### config.mk
export PLATFORM = sky130hd
export DESIGN_NAME = bmc_regs
export DESIGN_NICKNAME = d
export VERILOG_FILES = /design/src/bmc_pkg.sv /design/src/bmc_addr_decode.sv /design/src/bmc_regs.sv
export SDC_FILE = /design/constraint.sdc
export NUM_CORES = 1
export LEC_CHECK = 0
export BUFFER_PORTS_ARGS = -buffer_cell sky130_fd_sc_hd__buf_2
export CAP_MARGIN = 20
export CORE_MARGIN = 4
export CORE_UTILIZATION = 54
export CTS_BUF_LIST = sky130_fd_sc_hd__clkbuf_16
export DETAILED_ROUTE_END_ITERATION = 12
export HOLD_SLACK_MARGIN = 0.03
export PLACE_DENSITY = 0.84
export SLEW_MARGIN = 40
export SYNTH_ARGS = -nofsm -noshare
export SYNTH_HDL_FRONTEND = slang
export SYNTH_HIERARCHICAL = 1
export SYNTH_SLANG_ARGS = --single-unit
### constraint.sdc
create_clock -name pclk -period 1.3 [get_ports pclk]
set_input_delay 0.065 -clock pclk [delete_from_list [all_inputs] [get_ports pclk]]
set_output_delay 0.065 -clock pclk [all_outputs]
set_load 0.1 [all_outputs]
### src/bmc_pkg.sv
// bus matrix configuration block: register map, fields, resets, memory map
package bmc_pkg;
    // register byte offsets
    localparam logic [7:0] BMC_OFF_CONFIG = 8'h00;
    localparam logic [7:0] BMC_OFF_RAM_SIZE = 8'h04;
    localparam logic [7:0] BMC_OFF_USER_BASE = 8'h08;
    localparam logic [7:0] BMC_OFF_FLASH_SIZE = 8'h0C;
    localparam logic [7:0] BMC_OFF_IRQ_STATUS = 8'h10;
    localparam logic [7:0] BMC_OFF_IRQ_MASK = 8'h14;
    localparam int BMC_ADDR_W = 8;

    // configuration register fields
    localparam int BMC_CFG_ERR_SHARED = 20;
    localparam int BMC_CFG_ERR_DEBUG = 19;
    localparam int BMC_CFG_ERR_DMA = 18;
    localparam int BMC_CFG_ERR_CPU_DATA = 17;
    localparam int BMC_CFG_ERR_CPU_INSTR = 16;
    localparam int BMC_CFG_ERR_LSB = 16;
    localparam int BMC_CFG_WAIT = 6;
    localparam int BMC_CFG_ARB_LSB = 0;
    localparam int BMC_ARB_W = 3;
    localparam logic [31:0] BMC_CFG_WMASK = 32'h001F0047;
    localparam logic [31:0] BMC_CFG_RESET = 32'h001F0041;

    // arbitration codes
    localparam logic [2:0] BMC_ARB_MODE0 = 3'h0;
    localparam logic [2:0] BMC_ARB_MODE1 = 3'h1;
    localparam logic [2:0] BMC_ARB_MODE2 = 3'h2;

    // user program base: bits 19..11 writable, 2 KB steps
    localparam logic [31:0] BMC_UBASE_WMASK = 32'h000FF800;
    localparam logic [31:0] BMC_UBASE_RESET = 32'h00000000;

    // sizes in bytes
    localparam logic [31:0] BMC_RAM_SIZE_DEF = 32'h00001000;
    localparam logic [31:0] BMC_FLASH_SIZE_DEF = 32'h00004000;

    // initiator indexes, one error enable and status bit each
    localparam int BMC_NUM_INIT = 5;
    localparam int BMC_INI_CPU_INSTR = 0;
    localparam int BMC_INI_CPU_DATA = 1;
    localparam int BMC_INI_DMA = 2;
    localparam int BMC_INI_DEBUG = 3;
    localparam int BMC_INI_SHARED = 4;
    localparam logic [31:0] BMC_IRQ_RESET = 32'h00000000;

    // physical memory map used by the unmapped-address decode
    localparam logic [31:0] BMC_PHYS_MASK = 32'h1FFFFFFF;
    localparam logic [31:0] BMC_RAM_BASE = 32'h00000000;
    localparam logic [31:0] BMC_FLASH_BASE = 32'h1D000000;
    localparam logic [31:0] BMC_PERIPH_BASE = 32'h1F800000;
    localparam logic [31:0] BMC_PERIPH_SIZE = 32'h00100000;
    localparam logic [31:0] BMC_BOOT_BASE = 32'h1FC00000;
    localparam logic [31:0] BMC_BOOT_SIZE = 32'h00000C00;
endpackage

### src/bmc_addr_decode.sv
// per-initiator unmapped-address decode against the memory map
`timescale 1ns/1ns
module bmc_addr_decode #(
    parameter int NUM_INIT = bmc_pkg::BMC_NUM_INIT
) (
    // accesses, one per initiator
    input wire logic [NUM_INIT-1:0] acc_valid,
    input wire logic [NUM_INIT*32-1:0] acc_addr,
    // installed sizes
    input wire logic [31:0] ram_size,
    input wire logic [31:0] flash_size,
    // one bit per initiator, high for an unmapped access
    output logic [NUM_INIT-1:0] unmapped
);
    import bmc_pkg::*;

    function automatic logic in_region(input logic [31:0] a,
                                       input logic [31:0] base,
                                       input logic [31:0] size);
        logic [32:0] top;
        top = {1'b0, base} + {1'b0, size};
        in_region = (a >= base) && ({1'b0, a} < top);
    endfunction

    genvar i;
    generate
        for (i = 0; i < NUM_INIT; i++) begin : g_init
            logic [31:0] phys;
            logic mapped;
            assign phys = acc_addr[i*32 +: 32] & BMC_PHYS_MASK;
            assign mapped = in_region(phys, BMC_RAM_BASE, ram_size)
                || in_region(phys, BMC_FLASH_BASE, flash_size)
                || in_region(phys, BMC_PERIPH_BASE, BMC_PERIPH_SIZE)
                || in_region(phys, BMC_BOOT_BASE, BMC_BOOT_SIZE);
            assign unmapped[i] = acc_valid[i] && !mapped;
        end
    endgenerate
endmodule

### src/bmc_regs.sv
// bus matrix configuration and status registers with APB access
//
// Summary of operation
// - shared bus enable bit 20 gates bus errors on its unmapped accesses
// - bit 19 enables bus errors for debug unit unmapped accesses
// - bit 18 enables bus errors for DMA unmapped accesses
// - bit 17 enables CPU data bus errors, suppressed in debug mode
// - bit 16 enables CPU fetch bus errors, suppressed in debug mode
// - bit 6 set adds one RAM address setup wait state for CPU
// - arbitration field codes 000, 001, 010 select modes; 001 default
// - unimplemented bits ignore writes and read as zero
// - data RAM size register is read-only fixed byte count
// - user base bits 19 to 11 are software writable
// - user base bits 10 to 0 read zero, 2 KB steps
// - reset clears user base, whole region kernel mode
`timescale 1ns/1ns
module bmc_regs
    import bmc_pkg::*;
#(
    parameter logic [31:0] RAM_SIZE = bmc_pkg::BMC_RAM_SIZE_DEF,
    parameter logic [31:0] FLASH_SIZE = bmc_pkg::BMC_FLASH_SIZE_DEF
) (
    // clock and reset
    input wire logic pclk,
    input wire logic presetn,
    // apb slave
    input wire logic psel,
    input wire logic penable,
    input wire logic pwrite,
    input wire logic [bmc_pkg::BMC_ADDR_W-1:0] paddr,
    input wire logic [31:0] pwdata,
    input wire logic [3:0] pstrb,
    output logic [31:0] prdata,
    output logic pready,
    output logic pslverr,
    // initiator accesses
    input wire logic [bmc_pkg::BMC_NUM_INIT-1:0] acc_valid,
    input wire logic [bmc_pkg::BMC_NUM_INIT*32-1:0] acc_addr,
    input wire logic cpu_debug_mode,
    // bus error pulses, one per initiator
    output logic [bmc_pkg::BMC_NUM_INIT-1:0] bus_err,
    // matrix control
    output logic ram_setup_wait_state,
    output logic [bmc_pkg::BMC_ARB_W-1:0] arbitration_select,
    output logic [31:0] user_flash_program_base,
    // interrupt
    output logic irq
);
    typedef struct packed {
        logic [31:0] config_r;
        logic [31:0] ubase_r;
        logic [BMC_NUM_INIT-1:0] status_r;
        logic [BMC_NUM_INIT-1:0] mask_r;
        logic [BMC_NUM_INIT-1:0] snap_r;
        logic [31:0] prdata_r;
        logic slverr_r;
        logic [BMC_NUM_INIT-1:0] err_r;
    } bmc_state_t;

    localparam bmc_state_t BMC_STATE_RESET = '{
        config_r: BMC_CFG_RESET,
        ubase_r: BMC_UBASE_RESET,
        status_r: BMC_IRQ_RESET[BMC_NUM_INIT-1:0],
        mask_r: BMC_IRQ_RESET[BMC_NUM_INIT-1:0],
        snap_r: BMC_IRQ_RESET[BMC_NUM_INIT-1:0],
        prdata_r: 32'h00000000,
        slverr_r: 1'b0,
        err_r: '0
    };

    bmc_state_t st_r;
    bmc_state_t st_nxt;
    logic [BMC_NUM_INIT-1:0] unmapped;
    logic [BMC_NUM_INIT-1:0] err_en;
    logic [31:0] bmask;
    logic setup_ph;
    logic access_ph;
    logic hit;
    logic [31:0] rd_val;

    bmc_addr_decode #(
        .NUM_INIT(BMC_NUM_INIT)
    ) u_decode (
        .acc_valid(acc_valid),
        .acc_addr(acc_addr),
        .ram_size(RAM_SIZE),
        .flash_size(FLASH_SIZE),
        .unmapped(unmapped)
    );

    assign setup_ph = psel && !penable;
    assign access_ph = psel && penable;

    // byte enables to a bit mask
    always_comb begin
        for (int b = 0; b < 4; b++) begin
            bmask[b*8 +: 8] = {8{pstrb[b]}};
        end
    end

    // per-initiator enable, debug mode masks the two cpu ports
    always_comb begin
        err_en = st_r.config_r[BMC_CFG_ERR_LSB +: BMC_NUM_INIT];
        if (cpu_debug_mode) begin
            err_en[BMC_INI_CPU_INSTR] = 1'b0;
            err_en[BMC_INI_CPU_DATA] = 1'b0;
        end
    end

    // read mux, decoded in the setup cycle
    always_comb begin
        hit = 1'b1;
        rd_val = 32'h00000000;
        unique case (paddr)
            BMC_OFF_CONFIG: begin
                rd_val = st_r.config_r & BMC_CFG_WMASK;
            end
            BMC_OFF_RAM_SIZE: begin
                rd_val = RAM_SIZE;
            end
            BMC_OFF_USER_BASE: begin
                rd_val = st_r.ubase_r & BMC_UBASE_WMASK;
            end
            BMC_OFF_FLASH_SIZE: begin
                rd_val = FLASH_SIZE;
            end
            BMC_OFF_IRQ_STATUS: begin
                rd_val[BMC_NUM_INIT-1:0] = st_r.status_r;
            end
            BMC_OFF_IRQ_MASK: begin
                rd_val[BMC_NUM_INIT-1:0] = st_r.mask_r;
            end
            default: begin
                hit = 1'b0;
            end
        endcase
    end

    always_comb begin
        st_nxt = st_r;
        st_nxt.err_r = unmapped & err_en;

        // read data and error are captured at setup, held through access
        if (setup_ph) begin
            st_nxt.prdata_r = pwrite ? 32'h00000000 : rd_val;
            st_nxt.slverr_r = !hit;
            st_nxt.snap_r = '0;
            if (!pwrite && paddr == BMC_OFF_IRQ_STATUS) begin
                st_nxt.snap_r = st_r.status_r;
            end
        end

        if (access_ph && pwrite) begin
            unique case (paddr)
                BMC_OFF_CONFIG: begin
                    // reserved arbitration codes are stored as written
                    st_nxt.config_r = ((st_r.config_r & ~bmask)
                        | (pwdata & bmask)) & BMC_CFG_WMASK;
                end
                BMC_OFF_USER_BASE: begin
                    st_nxt.ubase_r = ((st_r.ubase_r & ~bmask)
                        | (pwdata & bmask))
                        & BMC_UBASE_WMASK;
                end
                BMC_OFF_IRQ_MASK: begin
                    if (pstrb[0]) begin
                        st_nxt.mask_r = pwdata[BMC_NUM_INIT-1:0];
                    end
                end
                default: begin
                    st_nxt.slverr_r = st_r.slverr_r;
                end
            endcase
        end

        // read clears only what was seen; new events win over the clear
        if (access_ph && !pwrite && paddr == BMC_OFF_IRQ_STATUS) begin
            st_nxt.status_r = st_r.status_r & ~st_r.snap_r;
        end
        st_nxt.status_r = st_nxt.status_r | unmapped;
    end

    always_ff @(posedge pclk or negedge presetn) begin
        if (!presetn) begin
            st_r <= BMC_STATE_RESET;
        end else begin
            st_r <= st_nxt;
        end
    end

    assign prdata = st_r.prdata_r;
    assign pready = 1'b1;
    assign pslverr = access_ph && st_r.slverr_r;
    assign bus_err = st_r.err_r;
    assign ram_setup_wait_state = st_r.config_r[BMC_CFG_WAIT];
    assign arbitration_select = st_r.config_r[BMC_CFG_ARB_LSB +: BMC_ARB_W];
    assign user_flash_program_base = st_r.ubase_r;
    assign irq = |(st_r.status_r & st_r.mask_r);
endmodule

Word level (Yosys, flattened, before mapping)
Index checks and enable logic that the tools add are counted.
{"block": "op_classes", "n_mux": 10, "bitwise": 11, "n_reduce_logical": 62, "magnitude_cmp": 40, "eq_ne": 6}
{"cell": "29-bit >= comparator, second input constant", "n": 15}
{"cell": "29-bit < comparator, second input constant", "n": 15}
{"cell": "29-bit by 1-bit >= comparator with 1-bit output, second input constant", "n": 5}
{"cell": "29-bit by 13-bit < comparator with 1-bit output, second input constant", "n": 5}
{"cell": "16-bit case mux with 4 select lines", "n": 1}
{"cell": "21-bit AND", "n": 2}
{"cell": "1-bit logical AND", "n": 32}
{"cell": "21-bit two-way mux", "n": 1}
{"cell": "21-bit inverter", "n": 1}
{"cell": "21-bit OR", "n": 1}
{"cell": "20-bit AND", "n": 1}
{"cell": "20-bit OR", "n": 1}
{"cell": "8-bit by 4-bit equality test with 1-bit output, second input constant", "n": 2}
{"cell": "8-bit by 5-bit equality test with 1-bit output, second input constant", "n": 2}
{"cell": "5-bit AND", "n": 3}
{"cell": "1-bit logical OR", "n": 15}
{"cell": "5-bit case mux with 3 select lines", "n": 1}
{"cell": "5-bit two-way mux", "n": 2}
{"cell": "8-bit by 3-bit equality test with 1-bit output, second input constant", "n": 1}
{"cell": "1-bit zero test", "n": 8}
{"cell": "8-bit zero test", "n": 1}
{"cell": "6-bit OR reduction", "n": 1}
{"cell": "5-bit inverter", "n": 1}
{"cell": "5-bit OR", "n": 1}
{"cell": "other kinds (7)", "n": 11}
{"block": "word_totals", "output_inout_bits": 76, "in_bits": 215, "regBits": 71}

Depth between registers and ports, before layout
{"block": "logic_depth", "word_depth": 8, "ltp_mapped": 11, "depth_no_buf": 11}

Modules after synthesis
The synthesis kept the hierarchy.
{"mod": "bmc_addr_decode", "seq_area_each_um2": 0.0, "area_each_um2": 6535.0, "cells_per_inst": 831, "instances": 1}
{"mod": "bmc_regs", "seq_area_each_um2": 1385.1, "area_each_um2": 3017.9, "cells_per_inst": 281, "instances": 1}

Worst setup path after synthesis
Ideal clock, no wire load.
{"block": "synth_path", "kind": "input-to-reg", "start": "in acc_addr[20] in the netlist's numbering", "end": "reg st_r[48] in the netlist's numbering", "path_buffers": 0, "setup_slack_ns": -0.571, "cell_stages": 9, "arrival_ns": 1.738, "cell_sequence": "ha_1 > a21oi_1 > a21boi_1 > o311ai_1 > nand2_1 > a2111oi_0 > a211oi_1 > nor4b_1 > a21oi_1"}
{"item": "start: declaration", "line_no": "bmc_regs.sv:38", "text": "input wire logic [bmc_pkg::BMC_NUM_INIT*32-1:0] acc_addr,"}
{"item": "end signal: assignment", "line_no": "bmc_regs.sv:187", "text": "st_r <= st_nxt;"}
{"item": "end: declaration", "line_no": "bmc_regs.sv:71", "text": "bmc_state_t st_r;"}

==> results.toml <==
[floorplan]
die_height_um = 141
die_x_um = 141
rows = 48
die_area_um2 = 19900
core_area_um2 = 17300
initial_core_util_pct = 55.2
io_pins = 291

[global_route]
grt.busiest_layer = "met2"
antenna_found_initial = 1
grt_use_met2_pct = 60.2
grt_pass1_vias = 11000
grt_use_total_pct = 34.8
grt_max_degree = 56
use_met3_pct = 6.72
grt_pass1_wl_mm = 56.0
use_met1_pct = 40.4
globalRouteOverflowTotal = 0

[power_and_ir_drop]
total_power_mw = 8.08
vdd_drop_max_v = 0.000589
cellPowerDensity_nw_per_um2 = 574
cellLeakagePower_nw = 6.68

[logic_synthesis]
synthTopCellsByArea = "ha_1 36%, dfrtp_1 13%, buf_4 5.7%"
async_flop_share_pct = 100
synth-edff-count = 0
ys_seq_area_share_pct = 14.5
synth_area_per_cell_um2 = 8.59
synth_cell_types = 72
yosysTopAreaCell = "ha_1"
synth.most_common_cell = "ha_1"
synth-main-ff-cell = "dfrtp_1"
synth_top_cell_area_share_pct = 36.1
syn_area_um2 = 9550
yosys-top-cells-count = "276 x ha_1, 88 x a21oi_1, 85 x nand2_1, 73 x buf_4, 60 x inv_1"
postSynthCellCount = 1112
yosysWarnings = 6
synth-seq-cells = 55

[placed_design]
gpl.final_weighted_congestion = 0.924
io_buffers = 218
dp_hpwl_mm = 28.1
placed_area_um2 = 12500

[worst_hold_path]
hold_path_class = "primary input to flip-flop"

[sta]
slew_headroom_pct = 59.1
timing_worst_slew_pin_value_ns = 0.607
worst_slack_ns = -0.657
fmaxAchievable_mhz = 511
min_period_ns = 1.96
setup_viol = 11
rsz0062_at_grt = "true"
skew_ns = 0.00678
slew_violations = 0
finalSetupTns_ns = -5.28
hold_viol_final = 0
period_share_pct = 151

[clock_network]
cts_tree = "done"
clock-sinks = 55
cts_buffers = 5
path_clk_slew_ns = 0.07
cts-root-buf = "clkbuf_16"
clkLatencyLatePin_ns = 0.30
cts_max_level = 2
clockBufferDepth = 2

[finish]
nets = 2058
fillers = 971
seq_area_um2 = 1390
syn_to_final_growth_pct = 47.3
drive_above_1_share_pct = 37.5
final_area_um2 = 14100
multi_input_area_um2 = 9230

[routing]
post_drt_wl_per_cell_um = 22.5
wl_mm = 40.5
via_count = 11500
drt_iter0_drc = 1207
ant_nets = 0
first_pass_iters = 6
via_per_inst = 6.38
drc = 0

[setup_path]
cp.arrival_ns = 2.19
path_class = "primary input to flip-flop"
critPathCaptureType = "flip-flop"
cp.required_ns = 1.53
critical_path.cell_chain = "buf_8, buf_6, ha_4, nand4_1, a211oi_2, nand3_1, a311o_1, a221oi_2, buf_4, nor4b_4, a21oi_1"
slowest_delay_ns = 0.43
critPathSlowestCell = "a311o_1"
cp_max_fo = 3
critPathLaunchType = "primary input"

[status]
violations = "setup timing"
status = "complete, but fails checks"

[flow_run]
drv_cap = 0
[logic make-up (layout without fill, tap and decap cells)]
kind of cell / after synthesis / in the layout / share of synthesized area, %
AOI/OAI and AO/OA: 280 / 280 / 19.2
DFF: 55 / 55 / 14.5
and+or+nand+nor: 318 / 318 / 17.2
other: 2 / 132 / 0.0786
muxes: 32 / 32 / 3.65
buffers and inverters: 142 / 470 / 8.47
xor gates and xnor gates: 5 / 5 / 0.537
adders and majority gates: 278 / 278 / 36.4
[critical path: cells and delay by family]
family                   cells  cell delay (ns)
AND/OR/NAND/NOR              3             0.31
AO/OA/AOI/OAI                4             1.11
adder cells (fa/ha/maj)      1             0.27
buffers and inverters        3             0.42
[where the power goes]
part | switching, mW | internal, mW
sequential | 0.0974 | 1.78
clock | 0.630 | 0.705
combinational | 2.88 | 1.98
[layout by cell type (no fill, tap or decap), drive strengths merged, types with 6 or more instances in the layout]
cell type      n
a31oi          9
nand4         41
nor4          24
nand3         40
ha           276
nor3          18
clkbuf         9
o211ai         7
o31ai         10
mux2i          9
dfrtp         48
dfstp          7
a21o          27
mux2          23
o2111ai        8
nand2b         7
inv           61
a211oi        22
nor2          59
nor3b          6
nor2b          8
a21oi         89
o21ai         56
a2111oi       10
dlygate4sd3   16
and2           6
nand2         85
buf          382
conb         130
[worst paths after layout]
check / from / end / slack [ns] / depth (start not counted)
setup / recovery: acc_addr[47] / st_r[49] / -0.66 / 11
hold / removal: pwdata[2] / st_r[45] / 0.03 / 2
setup reg to reg: st_r[51] / prdata[3] / 0.15 / 3
hold reg to reg: prdata[18] / prdata[18] / 0.48 / 2
max in group asynchronous: presetn / asynchronous set/reset pin / 0.70 / 3
min in group asynchronous: presetn / asynchronous set/reset pin / 0.30 / 3
[metrics by stage]
step / setup WS [ns] / hold slack (ns) / utilization, % / instances
after floorplan: -0.383 / -0.231 / - / 1240
after global placement: -1.01 / 0.0795 / 72.2 / 1760
after detailed placement: -1.05 / 0.0805 / 72.2 / 1760
after CTS: -0.454 / 0.0338 / 78.6 / 1788
after global routing: -0.722 / 0.0350 / 81.3 / 1793
final: -0.657 / 0.0310 / 81.4 / 1795
[repair_timing]
| item | 4_1_cts | 5_1_grt |
|---|---|---|
| endpoints found under the setup margin | 11 | 13 |
| gates resized for setup | 132 | 78 |
| endpoints found under the hold margin | 67 | 1 |
| hold buffers | 15 | 1 |
| setup buffers | 5 | 5 |
| pin swaps | 80 | 47 |
[layer usage]
metal	part of all wire, %	wire length (µm)
met5	0.030	12
met4	8.2	3310
met3	11	4280
met2	46	18700
met1	35	14100
[layout make-up]
cell class / instances / area share (%)
Sequential cell: 55 / 9.84
Multi-Input combinational cell: 1043 / 65.6
Timing Repair Buffer: 402 / 19.9
Antenna cell: 2 / 0.0356
Clock inverter: 3 / 0.116
Tap cell: 225 / 2.00
Inverter: 60 / 1.60
Clock buffer: 5 / 0.889
No activity file was read; power rests on OpenSTA's default activity.
